## src/cmtd_regs.svh

```systemverilog
`ifndef CMTD_REGS_SVH
`define CMTD_REGS_SVH
`define CMTD_ADDR_W           6
`define CMTD_DATA_W           24
`define CMTD_OFS_CHAN_CTL     6'h01
`define CMTD_OFS_CM_REF_CTL   6'h05
`define CMTD_OFS_CAL_DAC      6'h0A
`define CMTD_OFS_STATUS       6'h0B
`define CMTD_BIT_PWR_ON       3
`define CMTD_BIT_DRV_CM       23
`define CMTD_BIT_EXT_CM       22
`define CMTD_BIT_LA_CM        21
`define CMTD_BIT_LL_CM        20
`define CMTD_BIT_RA_CM        19
`define CMTD_BIT_CE_EN        8
`define CMTD_BIT_DRV_RDIR_LO  0
`define CMTD_BIT_DAC_CODE_LO  0
`define CMTD_BIT_DAC_MODE_LO  10
`define CMTD_BIT_DAC_RTE_CH   13
`define CMTD_BIT_DAC_RTE_PIN  14
`define CMTD_BIT_DAC_EN       15
`define CMTD_DAC_W            10
`define CMTD_TRAIL_CLKS       3'h4
`define CMTD_RST_24           24'h000000
`endif

```

## src/cmtd_pkg.sv

```systemverilog
package cmtd_pkg;
	typedef enum logic [2:0] {
		CMTD_TONE_DC,
		CMTD_TONE_SINE_10HZ,
		CMTD_TONE_SINE_150HZ,
		CMTD_TONE_SQUARE_1HZ
	} cmtd_tone_e;
	typedef enum {CMTD_DAC_IDLE, CMTD_DAC_WAIT} cmtd_dac_state_e;
endpackage : cmtd_pkg

```

## src/cmtd_dac_update.sv

```systemverilog
`timescale 1ns/10ps
`include "cmtd_regs.svh"
module cmtd_dac_update #(
	parameter int unsigned DAC_W = `CMTD_DAC_W
) (
	input  wire logic             clk,
	input  wire logic             srst,
	input  wire logic             ce,
	input  wire logic             load,
	input  wire logic [DAC_W-1:0] code_in,
	input  wire logic [2:0]       mode_in,
	output logic      [DAC_W-1:0] code_out,
	output logic      [2:0]       mode_out,
	output logic                  busy
);
	import cmtd_pkg::*;
	initial if (DAC_W < 2) $error("DAC_W too small");
	cmtd_dac_state_e  state_r;
	logic [2:0]       cnt_r;
	logic [DAC_W-1:0] pend_code_r;
	logic [2:0]       pend_mode_r;
	// output takes the new word only after the trailing clocks arrive
	always_ff @(posedge clk) begin
		if (srst) begin
			state_r     <= CMTD_DAC_IDLE;
			cnt_r       <= 3'h0;
			pend_code_r <= '0;
			pend_mode_r <= 3'h0;
			code_out    <= '0;
			mode_out    <= 3'h0;
		end else if (ce) begin
			case (state_r)
				CMTD_DAC_IDLE: begin
					if (load) begin
						pend_code_r <= code_in;
						pend_mode_r <= mode_in;
						cnt_r       <= 3'h0;
						state_r     <= CMTD_DAC_WAIT;
					end
				end
				CMTD_DAC_WAIT: begin
					if (load) begin
						pend_code_r <= code_in;
						pend_mode_r <= mode_in;
						cnt_r       <= 3'h0;
					end else if (cnt_r == `CMTD_TRAIL_CLKS - 3'h1) begin
						code_out <= pend_code_r; // RQ13
						mode_out <= pend_mode_r;
						state_r  <= CMTD_DAC_IDLE;
					end else begin
						cnt_r <= cnt_r + 3'h1;
					end
				end
				default: state_r <= CMTD_DAC_IDLE;
			endcase
		end
	end
	assign busy = (state_r == CMTD_DAC_WAIT);
endmodule : cmtd_dac_update

```

## src/cmtd_top.sv

```systemverilog
// Function
// RQ1: power bit low opens every common-mode switch regardless of selects.
// RQ2: external switch closed forces reference open, electrode bits ignored.
// RQ3: powered, no external, no electrodes: only reference switch closes.
// RQ4: powered, no external/drive select: each set limb bit closes its switch.
// RQ5: host keeps at least one switch closed when external is open.
// RQ6: reference switch closes only while all electrode switches are open.
// RQ7: open drive loop comparator reported as header fault flag.
// RQ8: drive redirection allowed; fault detection keeps working afterward.
// RQ9: channel enable sits after drive tap; drive reaches any path.
// RQ10: 10-bit test DAC code sets dc level 0.3 V plus scaled 2.4 V.
// RQ11: test tones: 10 Hz or 150 Hz sine, 1 Hz square.
// RQ12: test DAC routes to channel inputs or dedicated pin.
// RQ13: host gives four trailing clocks after a test DAC write.
// RQ14: common electrode enable bit turns common-electrode mode off or on.
// RQ15: switch selects decoded combinationally, external and reference exclusive.
`timescale 1ns/10ps
`include "cmtd_regs.svh"
module cmtd_top #(
	parameter int unsigned DAC_W = `CMTD_DAC_W,
	parameter int unsigned N_PATH = 4
) (
	input  wire logic                    clk,
	input  wire logic                    srst,
	input  wire logic                    ce,
	input  wire logic                    wr_en,
	input  wire logic                    rd_en,
	input  wire logic [`CMTD_ADDR_W-1:0] addr,
	input  wire logic [`CMTD_DATA_W-1:0] wdata,
	output logic      [`CMTD_DATA_W-1:0] rdata,
	input  wire logic                    drive_loop_open_pin,
	output logic                         external_cm_switch,
	output logic                         reference_cm_switch,
	output logic                         la_cm_switch,
	output logic                         ll_cm_switch,
	output logic                         ra_cm_switch,
	output logic                         drive_cm_switch,
	output logic      [N_PATH-1:0]       drive_redirect_switch,
	output logic                         common_electrode_mode,
	output logic                         drive_fault_flag,
	output logic      [DAC_W-1:0]        test_dac_code,
	output cmtd_pkg::cmtd_tone_e         test_dac_tone,
	output logic                         test_dac_to_channels,
	output logic                         test_dac_to_pin,
	output logic                         test_dac_busy
);
	import cmtd_pkg::*;
	initial if (N_PATH < 1 || N_PATH > 8) $error("N_PATH out of range");
	// code field must stay below the mode field of the same word
	initial if (DAC_W < 2 || DAC_W > `CMTD_BIT_DAC_MODE_LO)
		$error("DAC_W out of range");

	logic [`CMTD_DATA_W-1:0] chan_ctl_r;
	logic [`CMTD_DATA_W-1:0] cm_ref_ctl_r;
	logic [`CMTD_DATA_W-1:0] cal_dac_r;
	logic                    loop_s1_r;
	logic                    loop_s2_r;
	logic                    dac_load;
	logic [2:0]              mode_out;
	logic                    pwr;
	logic                    ext;
	logic                    drv;
	logic                    any_limb;

	function automatic logic hit(input logic [`CMTD_ADDR_W-1:0] a,
			input logic [`CMTD_ADDR_W-1:0] ofs);
		hit = (a == ofs);
	endfunction : hit

	always_ff @(posedge clk) begin
		if (srst) begin
			chan_ctl_r   <= `CMTD_RST_24;
			cm_ref_ctl_r <= `CMTD_RST_24;
			cal_dac_r    <= `CMTD_RST_24;
		end else if (ce && wr_en) begin
			if (hit(addr, `CMTD_OFS_CHAN_CTL))
				chan_ctl_r <= wdata;
			if (hit(addr, `CMTD_OFS_CM_REF_CTL))
				cm_ref_ctl_r <= wdata;
			if (hit(addr, `CMTD_OFS_CAL_DAC))
				cal_dac_r <= wdata;
		end
	end
	assign dac_load = wr_en && hit(addr, `CMTD_OFS_CAL_DAC);

	// comparator lives beside the drive amp, so redirection does not blind it
	always_ff @(posedge clk) begin
		if (srst) begin
			loop_s1_r <= 1'b0;
			loop_s2_r <= 1'b0;
		end else if (ce) begin
			loop_s1_r <= drive_loop_open_pin;
			loop_s2_r <= loop_s1_r;
		end
	end
	always_ff @(posedge clk) begin
		if (srst)
			drive_fault_flag <= 1'b0;
		else if (ce)
			drive_fault_flag <= loop_s2_r; // RQ7 RQ8
	end

	always_ff @(posedge clk) begin
		if (srst)
			rdata <= '0;
		else if (ce && rd_en) begin
			if (hit(addr, `CMTD_OFS_CHAN_CTL))
				rdata <= chan_ctl_r;
			else if (hit(addr, `CMTD_OFS_CM_REF_CTL))
				rdata <= cm_ref_ctl_r;
			else if (hit(addr, `CMTD_OFS_CAL_DAC))
				rdata <= cal_dac_r;
			else if (hit(addr, `CMTD_OFS_STATUS))
				rdata <= {22'h0, test_dac_busy, drive_fault_flag};
			else
				rdata <= '0;
		end
	end

	// decoding is combinational so no write order can close both sources
	assign pwr      = chan_ctl_r[`CMTD_BIT_PWR_ON];
	assign ext      = cm_ref_ctl_r[`CMTD_BIT_EXT_CM];
	assign drv      = cm_ref_ctl_r[`CMTD_BIT_DRV_CM];
	assign any_limb = cm_ref_ctl_r[`CMTD_BIT_LA_CM]
		| cm_ref_ctl_r[`CMTD_BIT_LL_CM] | cm_ref_ctl_r[`CMTD_BIT_RA_CM];
	always_comb begin
		external_cm_switch  = 1'b0;
		reference_cm_switch = 1'b0;
		la_cm_switch        = 1'b0;
		ll_cm_switch        = 1'b0;
		ra_cm_switch        = 1'b0;
		drive_cm_switch     = 1'b0;
		if (!pwr) begin
			external_cm_switch = 1'b0; // RQ1
		end else if (ext) begin
			external_cm_switch = 1'b1; // RQ2 RQ15
		end else if (!any_limb) begin
			reference_cm_switch = 1'b1; // RQ3 RQ6
		end else if (!drv) begin
			la_cm_switch = cm_ref_ctl_r[`CMTD_BIT_LA_CM]; // RQ4
			ll_cm_switch = cm_ref_ctl_r[`CMTD_BIT_LL_CM];
			ra_cm_switch = cm_ref_ctl_r[`CMTD_BIT_RA_CM];
		end else begin
			drive_cm_switch = 1'b1;
		end
	end

	// drive tap precedes each path enable, so any path may carry the drive
	assign drive_redirect_switch = pwr ?
		cm_ref_ctl_r[`CMTD_BIT_DRV_RDIR_LO +: N_PATH] : '0; // RQ9 RQ8
	assign common_electrode_mode = cm_ref_ctl_r[`CMTD_BIT_CE_EN]; // RQ14

	cmtd_dac_update #(
		.DAC_W(DAC_W)
	) u_dac (
		.clk     (clk),
		.srst    (srst),
		.ce      (ce),
		.load    (dac_load),
		.code_in (wdata[`CMTD_BIT_DAC_CODE_LO +: DAC_W]), // RQ10
		.mode_in (wdata[`CMTD_BIT_DAC_MODE_LO +: 3]),
		.code_out(test_dac_code),
		.mode_out(mode_out),
		.busy    (test_dac_busy)
	);
	always_comb begin
		case (mode_out)
			3'h1:    test_dac_tone = CMTD_TONE_SINE_10HZ; // RQ11
			3'h2:    test_dac_tone = CMTD_TONE_SINE_150HZ;
			3'h3:    test_dac_tone = CMTD_TONE_SQUARE_1HZ;
			default: test_dac_tone = CMTD_TONE_DC;
		endcase
	end
	assign test_dac_to_channels = cal_dac_r[`CMTD_BIT_DAC_EN]
		& cal_dac_r[`CMTD_BIT_DAC_RTE_CH]; // RQ12
	assign test_dac_to_pin = cal_dac_r[`CMTD_BIT_DAC_EN]
		& cal_dac_r[`CMTD_BIT_DAC_RTE_PIN];
endmodule : cmtd_top

```

## config.mk

```make
export PLATFORM = sky130hd
export DESIGN_NAME = cmtd_top
export DESIGN_NICKNAME = d
export VERILOG_FILES = /design/src/cmtd_pkg.sv /design/src/cmtd_dac_update.sv /design/src/cmtd_top.sv
export VERILOG_INCLUDE_DIRS = /design/src
export SDC_FILE = /design/constraint.sdc
export NUM_CORES = 1
export LEC_CHECK = 0
export BUFFER_PORTS_ARGS = -buffer_cell sky130_fd_sc_hd__buf_2
export CORE_UTILIZATION = 45
export DETAILED_ROUTE_END_ITERATION = 10
export HOLD_SLACK_MARGIN = 0.12
export PLACE_DENSITY = 0.66
export SYNTH_ARGS = -nofsm -noshare
export SYNTH_HDL_FRONTEND = slang
export SYNTH_SLANG_ARGS = --single-unit
```

## constraint.sdc

```tcl
create_clock -name clk -period 4.7 [get_ports clk]
set_input_delay 0.47 -clock clk [delete_from_list [all_inputs] [get_ports clk]]
set_output_delay 0.47 -clock clk [all_outputs]
set_load 0.01 [all_outputs]
```

* Word level (Yosys, flattened, before mapping) *
Cells that the tools add are included.

word-level totals
  register bits after elaboration = 160
  bits of input ports = 36
  logic and storage cells = 81

operators by class
  add/sub/neg operators = 1
  eq/ne operators = 14
  multiplexer cells = 35
  bitwise gates (word level) = 5
  reductions and logical operators = 13

operator list
  kind                   number
  $mux W32               3
  $mux W24               3
  $pmux W32 S2           1
  $eq A32 B1 Y1 const B  1
  $eq A32 B2 Y1 const B  1
  $logic_not A32 Y1      1
  $mux W1                21
  $eq A6 B4 Y1 const B   2
  $reduce_and A4 Y1      3
  $eq A3 B2 Y1 const B   3
  $mux W3                3
  $eq A6 B1 Y1 const B   1
  $eq A6 B3 Y1 const B   1
  $pmux W2 S3            1
  $pmux W3 S2            1
  $reduce_and A2 Y1      3
  $mux W4                1
  $ne A2 B2 Y1 const B   2
  $add A3 B1 Y3 const B  1
  $eq A3 B1 Y1 const B   1
  $logic_and A1 B1 Y1    3
  $ne A3 B3 Y1 const B   1
  $reduce_and A3 Y1      1
  $and A1 B1 Y1          2
  6 further kinds        7

* Depth between registers and ports, before layout *
  word-level depth = 5
  gate-level depth with buffers = 6
  depth with buffers taken out = 5

* Hierarchy *
A second synthesis with hierarchy kept.

second synthesis, totals
  cell total of the unflattened synthesis = 656
  area total of the unflattened synthesis = 5192.5 sq um

modules (own cells, without submodules)
  module           instances  cells an instance  area each (sq um)  seq. area each (sq um)
  cmtd_top         1          518                4063.9             1981.9
  cmtd_dac_update  1          138                1128.6             600.6

* Worst setup path after synthesis *
OpenSTA, ideal clock, no wires.

  path type = input to register
  from = input port addr[2]
  to = register chan_ctl_r[10]
  data arrival time = 1802 ps
  data required time = 4584 ps
  setup slack = 2782 ps
  cell stages on the path = 6
  path buffers = 3
  path through = or3_1 buf_6 or3_4 buf_6 buf_6 a31o_1

on the way
  cells in the longest elaborated chain, start to end = 2

RTL lines
  what                         RTL line        source
  from (decl)                  cmtd_top.sv:28  input wire logic [`CMTD_ADDR_W-1:0] addr,
  $eq A6 B1 Y1                 cmtd_top.sv:67  hit = (a == ofs);
  $reduce_and A2 Y1 (no line)  n/a
  to (signal assigned)         cmtd_top.sv:72  chan_ctl_r <= `CMTD_RST_24;
  to (signal assigned)         cmtd_top.sv:77  chan_ctl_r <= wdata;
  to (decl)                    cmtd_top.sv:53  logic [`CMTD_DATA_W-1:0] chan_ctl_r;

No other way between the ends.
A chain may end at the register's enable or synchronous reset.

* Worst setup path after layout *
  from = input port addr[2]
  to = register u_dac.code_out[2]

on the way
  cells in the longest elaborated chain, start to end = 4

RTL lines
  what                         RTL line               source
  $eq A6 B4 Y1                 cmtd_top.sv:67
  $logic_and A1 B1 Y1          cmtd_top.sv:84         assign dac_load = wr_en && hit(addr, `CMTD_OFS_CAL_DAC);
  $not A1 Y1 (no line)         n/a
  $reduce_and A4 Y1 (no line)  n/a
  to (signal assigned)         cmtd_dac_update.sv:47  code_out <= pend_code_r;
  to (decl)                    cmtd_dac_update.sv:12  output logic [DAC_W-1:0] code_out,

No other way between the ends.

==> flow_summary.json <==
{
  "dieArea_sq_um": 13290,
  "drcViolationCount": 0,
  "wl_microns": 16460,
  "synth-xor-area-share_pct": 0,
  "vias_per_cell": 5.877,
  "status": "completed",
  "num-fill-cells": 1167,
  "slew_headroom_pct": 14.37,
  "pwr-share-comb_pct": 6.7,
  "yosys_register_bits": 129,
  "min_delay_path_depth": 3,
  "tns_ps": 0,
  "synth_fp_nets": 655,
  "tritoncts": "yes",
  "seq_area_frac_synth_pct": 44.71,
  "synthAdderAreaFrac_pct": 0.4333,
  "cts_buffers": 17,
  "synth_compound_area_share_pct": 15.60,
  "r2r_cells": 5,
  "drt-initial-drc-count": 392,
  "hold_viol_final": 0,
  "rsz0062_at_grt": "no",
  "p_seq_share_pct": 41.1,
  "setup_viol": 0,
  "synth_simple_gate_area_share_pct": 20.10,
  "hp-class": "in -> reg",
  "synth_edf_count": 0,
  "nets": 712,
  "slew_viol_final": 0,
  "die_y_microns": 115.3,
  "max-cap-violations": 0,
  "ys_types": 45,
  "pwr-share-clk_pct": 52.3,
  "synth_top_family_by_area": "simple AND/OR/NAND/NOR gates",
  "die_w_microns": 115.3,
  "min_period_ps": 2390,
  "ios": 88,
  "grt_max_degree": 52,
  "switching_power_mw": 0.6552,
  "finalPower_mw": 2.717,
  "whs_ps": 299.5,
  "antenna_found_initial": 0,
  "firstDrtPassIters": 6,
  "synthFlopType": "dfxtp_1",
  "critPathMaxFanout": 27,
  "fin_cells": 859,
  "max_freq_mhz": 418.4,
  "crit_type": "in -> reg",
  "swShare_pct": 24.12,
  "worstSetupStartpointType": "primary input",
  "htree_levels": 4,
  "cts-resized-gates": 0,
  "grt_pass1_vias": 4929,
  "placedCellCount": 827,
  "syn_avg_cell_area_sq_um": 9.361,
  "gp_congestion": 0.8022,
  "grt_pass1_wl_microns": 25900,
  "ys_warn_count": 0,
  "p_leak_nw": 3.206,
  "final_layout_size_suffix_gt1_share_pct": 20.82,
  "fin_ws_ps": 2310,
  "synth_mux_area_share_pct": 14.08,
  "post_cts_buffers": 0,
  "worst_ep_required_time_ps": 5040,
  "cts_root_buf": "clkbuf_16",
  "clk_pin_slew_worst_paths_ps": 60,
  "p_int_mw": 2.061,
  "ant_nets": 0,
  "period_share_pct": 50.86,
  "clock_latency_ps": 420,
  "post_drt_wl_per_cell_microns": 19.17,
  "grt_usage_pct": 25.75,
  "initial_core_util_pct": 45.95,
  "max-vdd-ir-drop_mv": 0.2531,
  "tightest_slew_ps": 1276,
  "dp_hpwl_microns": 9814,
  "syn_area_sq_um": 5776,
  "postSynthCellCount": 617,
  "vias": 5048,
  "syn_to_final_growth_pct": 19.24,
  "powerDensity_nw_per_um2": 394.5,
  "cts.sinks": 129,
  "port_buffers": 86,
  "n_antenna_cell": 0,
  "grt_overflow": 0,
  "preCtsSetupSlack_ps": 1883,
  "worst_setup_path_end_kind": "register",
  "clockBufferDepth": 2,
  "cts_hold_buf": 0,
  "fin_skew_ps": 8.233,
  "coreArea_sq_um": 12570,
  "row_count": 41,
  "cp.arrival_ps": 2730,
  "async_flop_share_pct": 0
}
==> through the flow <==
step	cell area [sq um]	util [%]
after CTS	6887	54.79
final	6887	54.79
after global placement	6254	49.76
after floorplan	5776	-
after detailed placement	6254	49.76
after global routing	6887	54.79
==> power groups by stage <==
stage          Sequential (mW)  Clock [mW]  Combinational [mW]
3_3_place_gp              1.14           0               0.176
5_1_grt                   1.12        1.48               0.196
4_1_cts                   1.12        1.43               0.181
3_5_place_dp              1.14           0               0.179
2_1_floorplan             1.14           0               0.108
6_report                  1.12        1.42               0.182
==> routing by layer <==
layer  vias up  share of wire, %  global-route usage, %
met5         -                 0                      0
met1      2449                43                  31.70
met3        21               6.0                  4.955
met4         0               2.0                  10.04
met2       212                49                  44.42
li1       2366                 -                      -
==> registers in the layout, indices dropped and copies added (netlist names), 3 cells and up <==
signal / flops
u_dac.mode_out: 3
u_dac.pend_mode_r: 3
u_dac.code_out: 10
u_dac.pend_code_r: 10
cm_ref_ctl_r: 24
u_dac.cnt_r: 3
cal_dac_r: 24
rdata: 24
chan_ctl_r: 24
==> critical path, cell delays in order <==
cell,delay (ps)
buf_2,290
or3_1,620
o21ai_1,1050
mux2i_1,280
==> path summary, 6_finish.rpt <==
path                                                startpoint                        endpoint  slack [ps]
worst max-delay path                                   addr[2]  u_dac.code_out[2]$_SDFFE_PP0P_        2310
worst min-delay path                       drive_loop_open_pin          loop_s1_r$_SDFFE_PP0P_         300
worst max register to register     u_dac.cnt_r[0]$_SDFFE_PP0P_  u_dac.code_out[2]$_SDFFE_PP0P_        2660
worst min register to register  u_dac.mode_out[1]$_SDFFE_PP0P_  u_dac.mode_out[1]$_SDFFE_PP0P_         450
==> cell usage in the layout (no fill, tap or decap), types with 3 or more instances in the layout <==
cell       netlist  final
nor4_1          30     30
nand2b_1        47     47
clkbuf_16        0     17
and2_1          11     11
bufinv_16        0      4
buf_2            9     86
nand4_1          3      3
o2111ai_1        3      3
o41ai_1         17     17
a31oi_1         24     24
a211oi_1        22     22
mux2i_1         79     79
clkinv_4         0      5
buf_4            1     14
a31o_1          20     20
a21o_1          17     17
nand3_1         23     23
or2b_1           3      3
nor2_1           5      5
a31o_2           4      4
dfxtp_1        129    129
nand2_1         81     81
inv_6            0      3
o21ai_0          7      6
==> final cells by class <==
class	count	area [sq um]	share of cell area, %
Tap cell	172	215.2	3.125
Inverter	3	11.26	0.1635
Sequential cell	129	2582	37.50
Multi-Input combinational cell	423	2909	42.24
Clock buffer	17	425.4	6.177
Timing Repair Buffer	100	535.5	7.776
Clock inverter	15	207.7	3.016
==> cell usage after synthesis (3+ instances only) <==
library cell,number,area [sq um]
a31o_2,4,35.03
o21ai_0,7,35.03
buf_6,4,45.04
mux2i_1,79,790.8
a211oi_1,22,165.2
nand3_1,23,115.1
nand2_1,81,304.0
o41ai_1,17,148.9
a31oi_1,24,150.1
buf_2,9,45.04
nor2_1,5,18.77
dfxtp_1,129,2582
a21o_1,17,127.6
nand4_1,3,18.77
and2_1,11,68.82
nor4_1,30,187.7
or2b_1,3,22.52
a31o_1,20,175.2
nand2b_1,47,294.0
o2111ai_1,3,26.28
clkbuf_1,46,172.7
==> cell families (layout without fill, tap and decap cells) <==
family                   Yosys count  after routing
AO/OA/AOI/OAI                    119            119
flip-flops                       129            129
adder cells (fa/ha/maj)            2              2
other                              1              1
AND/OR/NAND/NOR                  220            220
multiplexers                      81             81
buffers and inverters             65            135
Power figures use the tool's default switching activity.
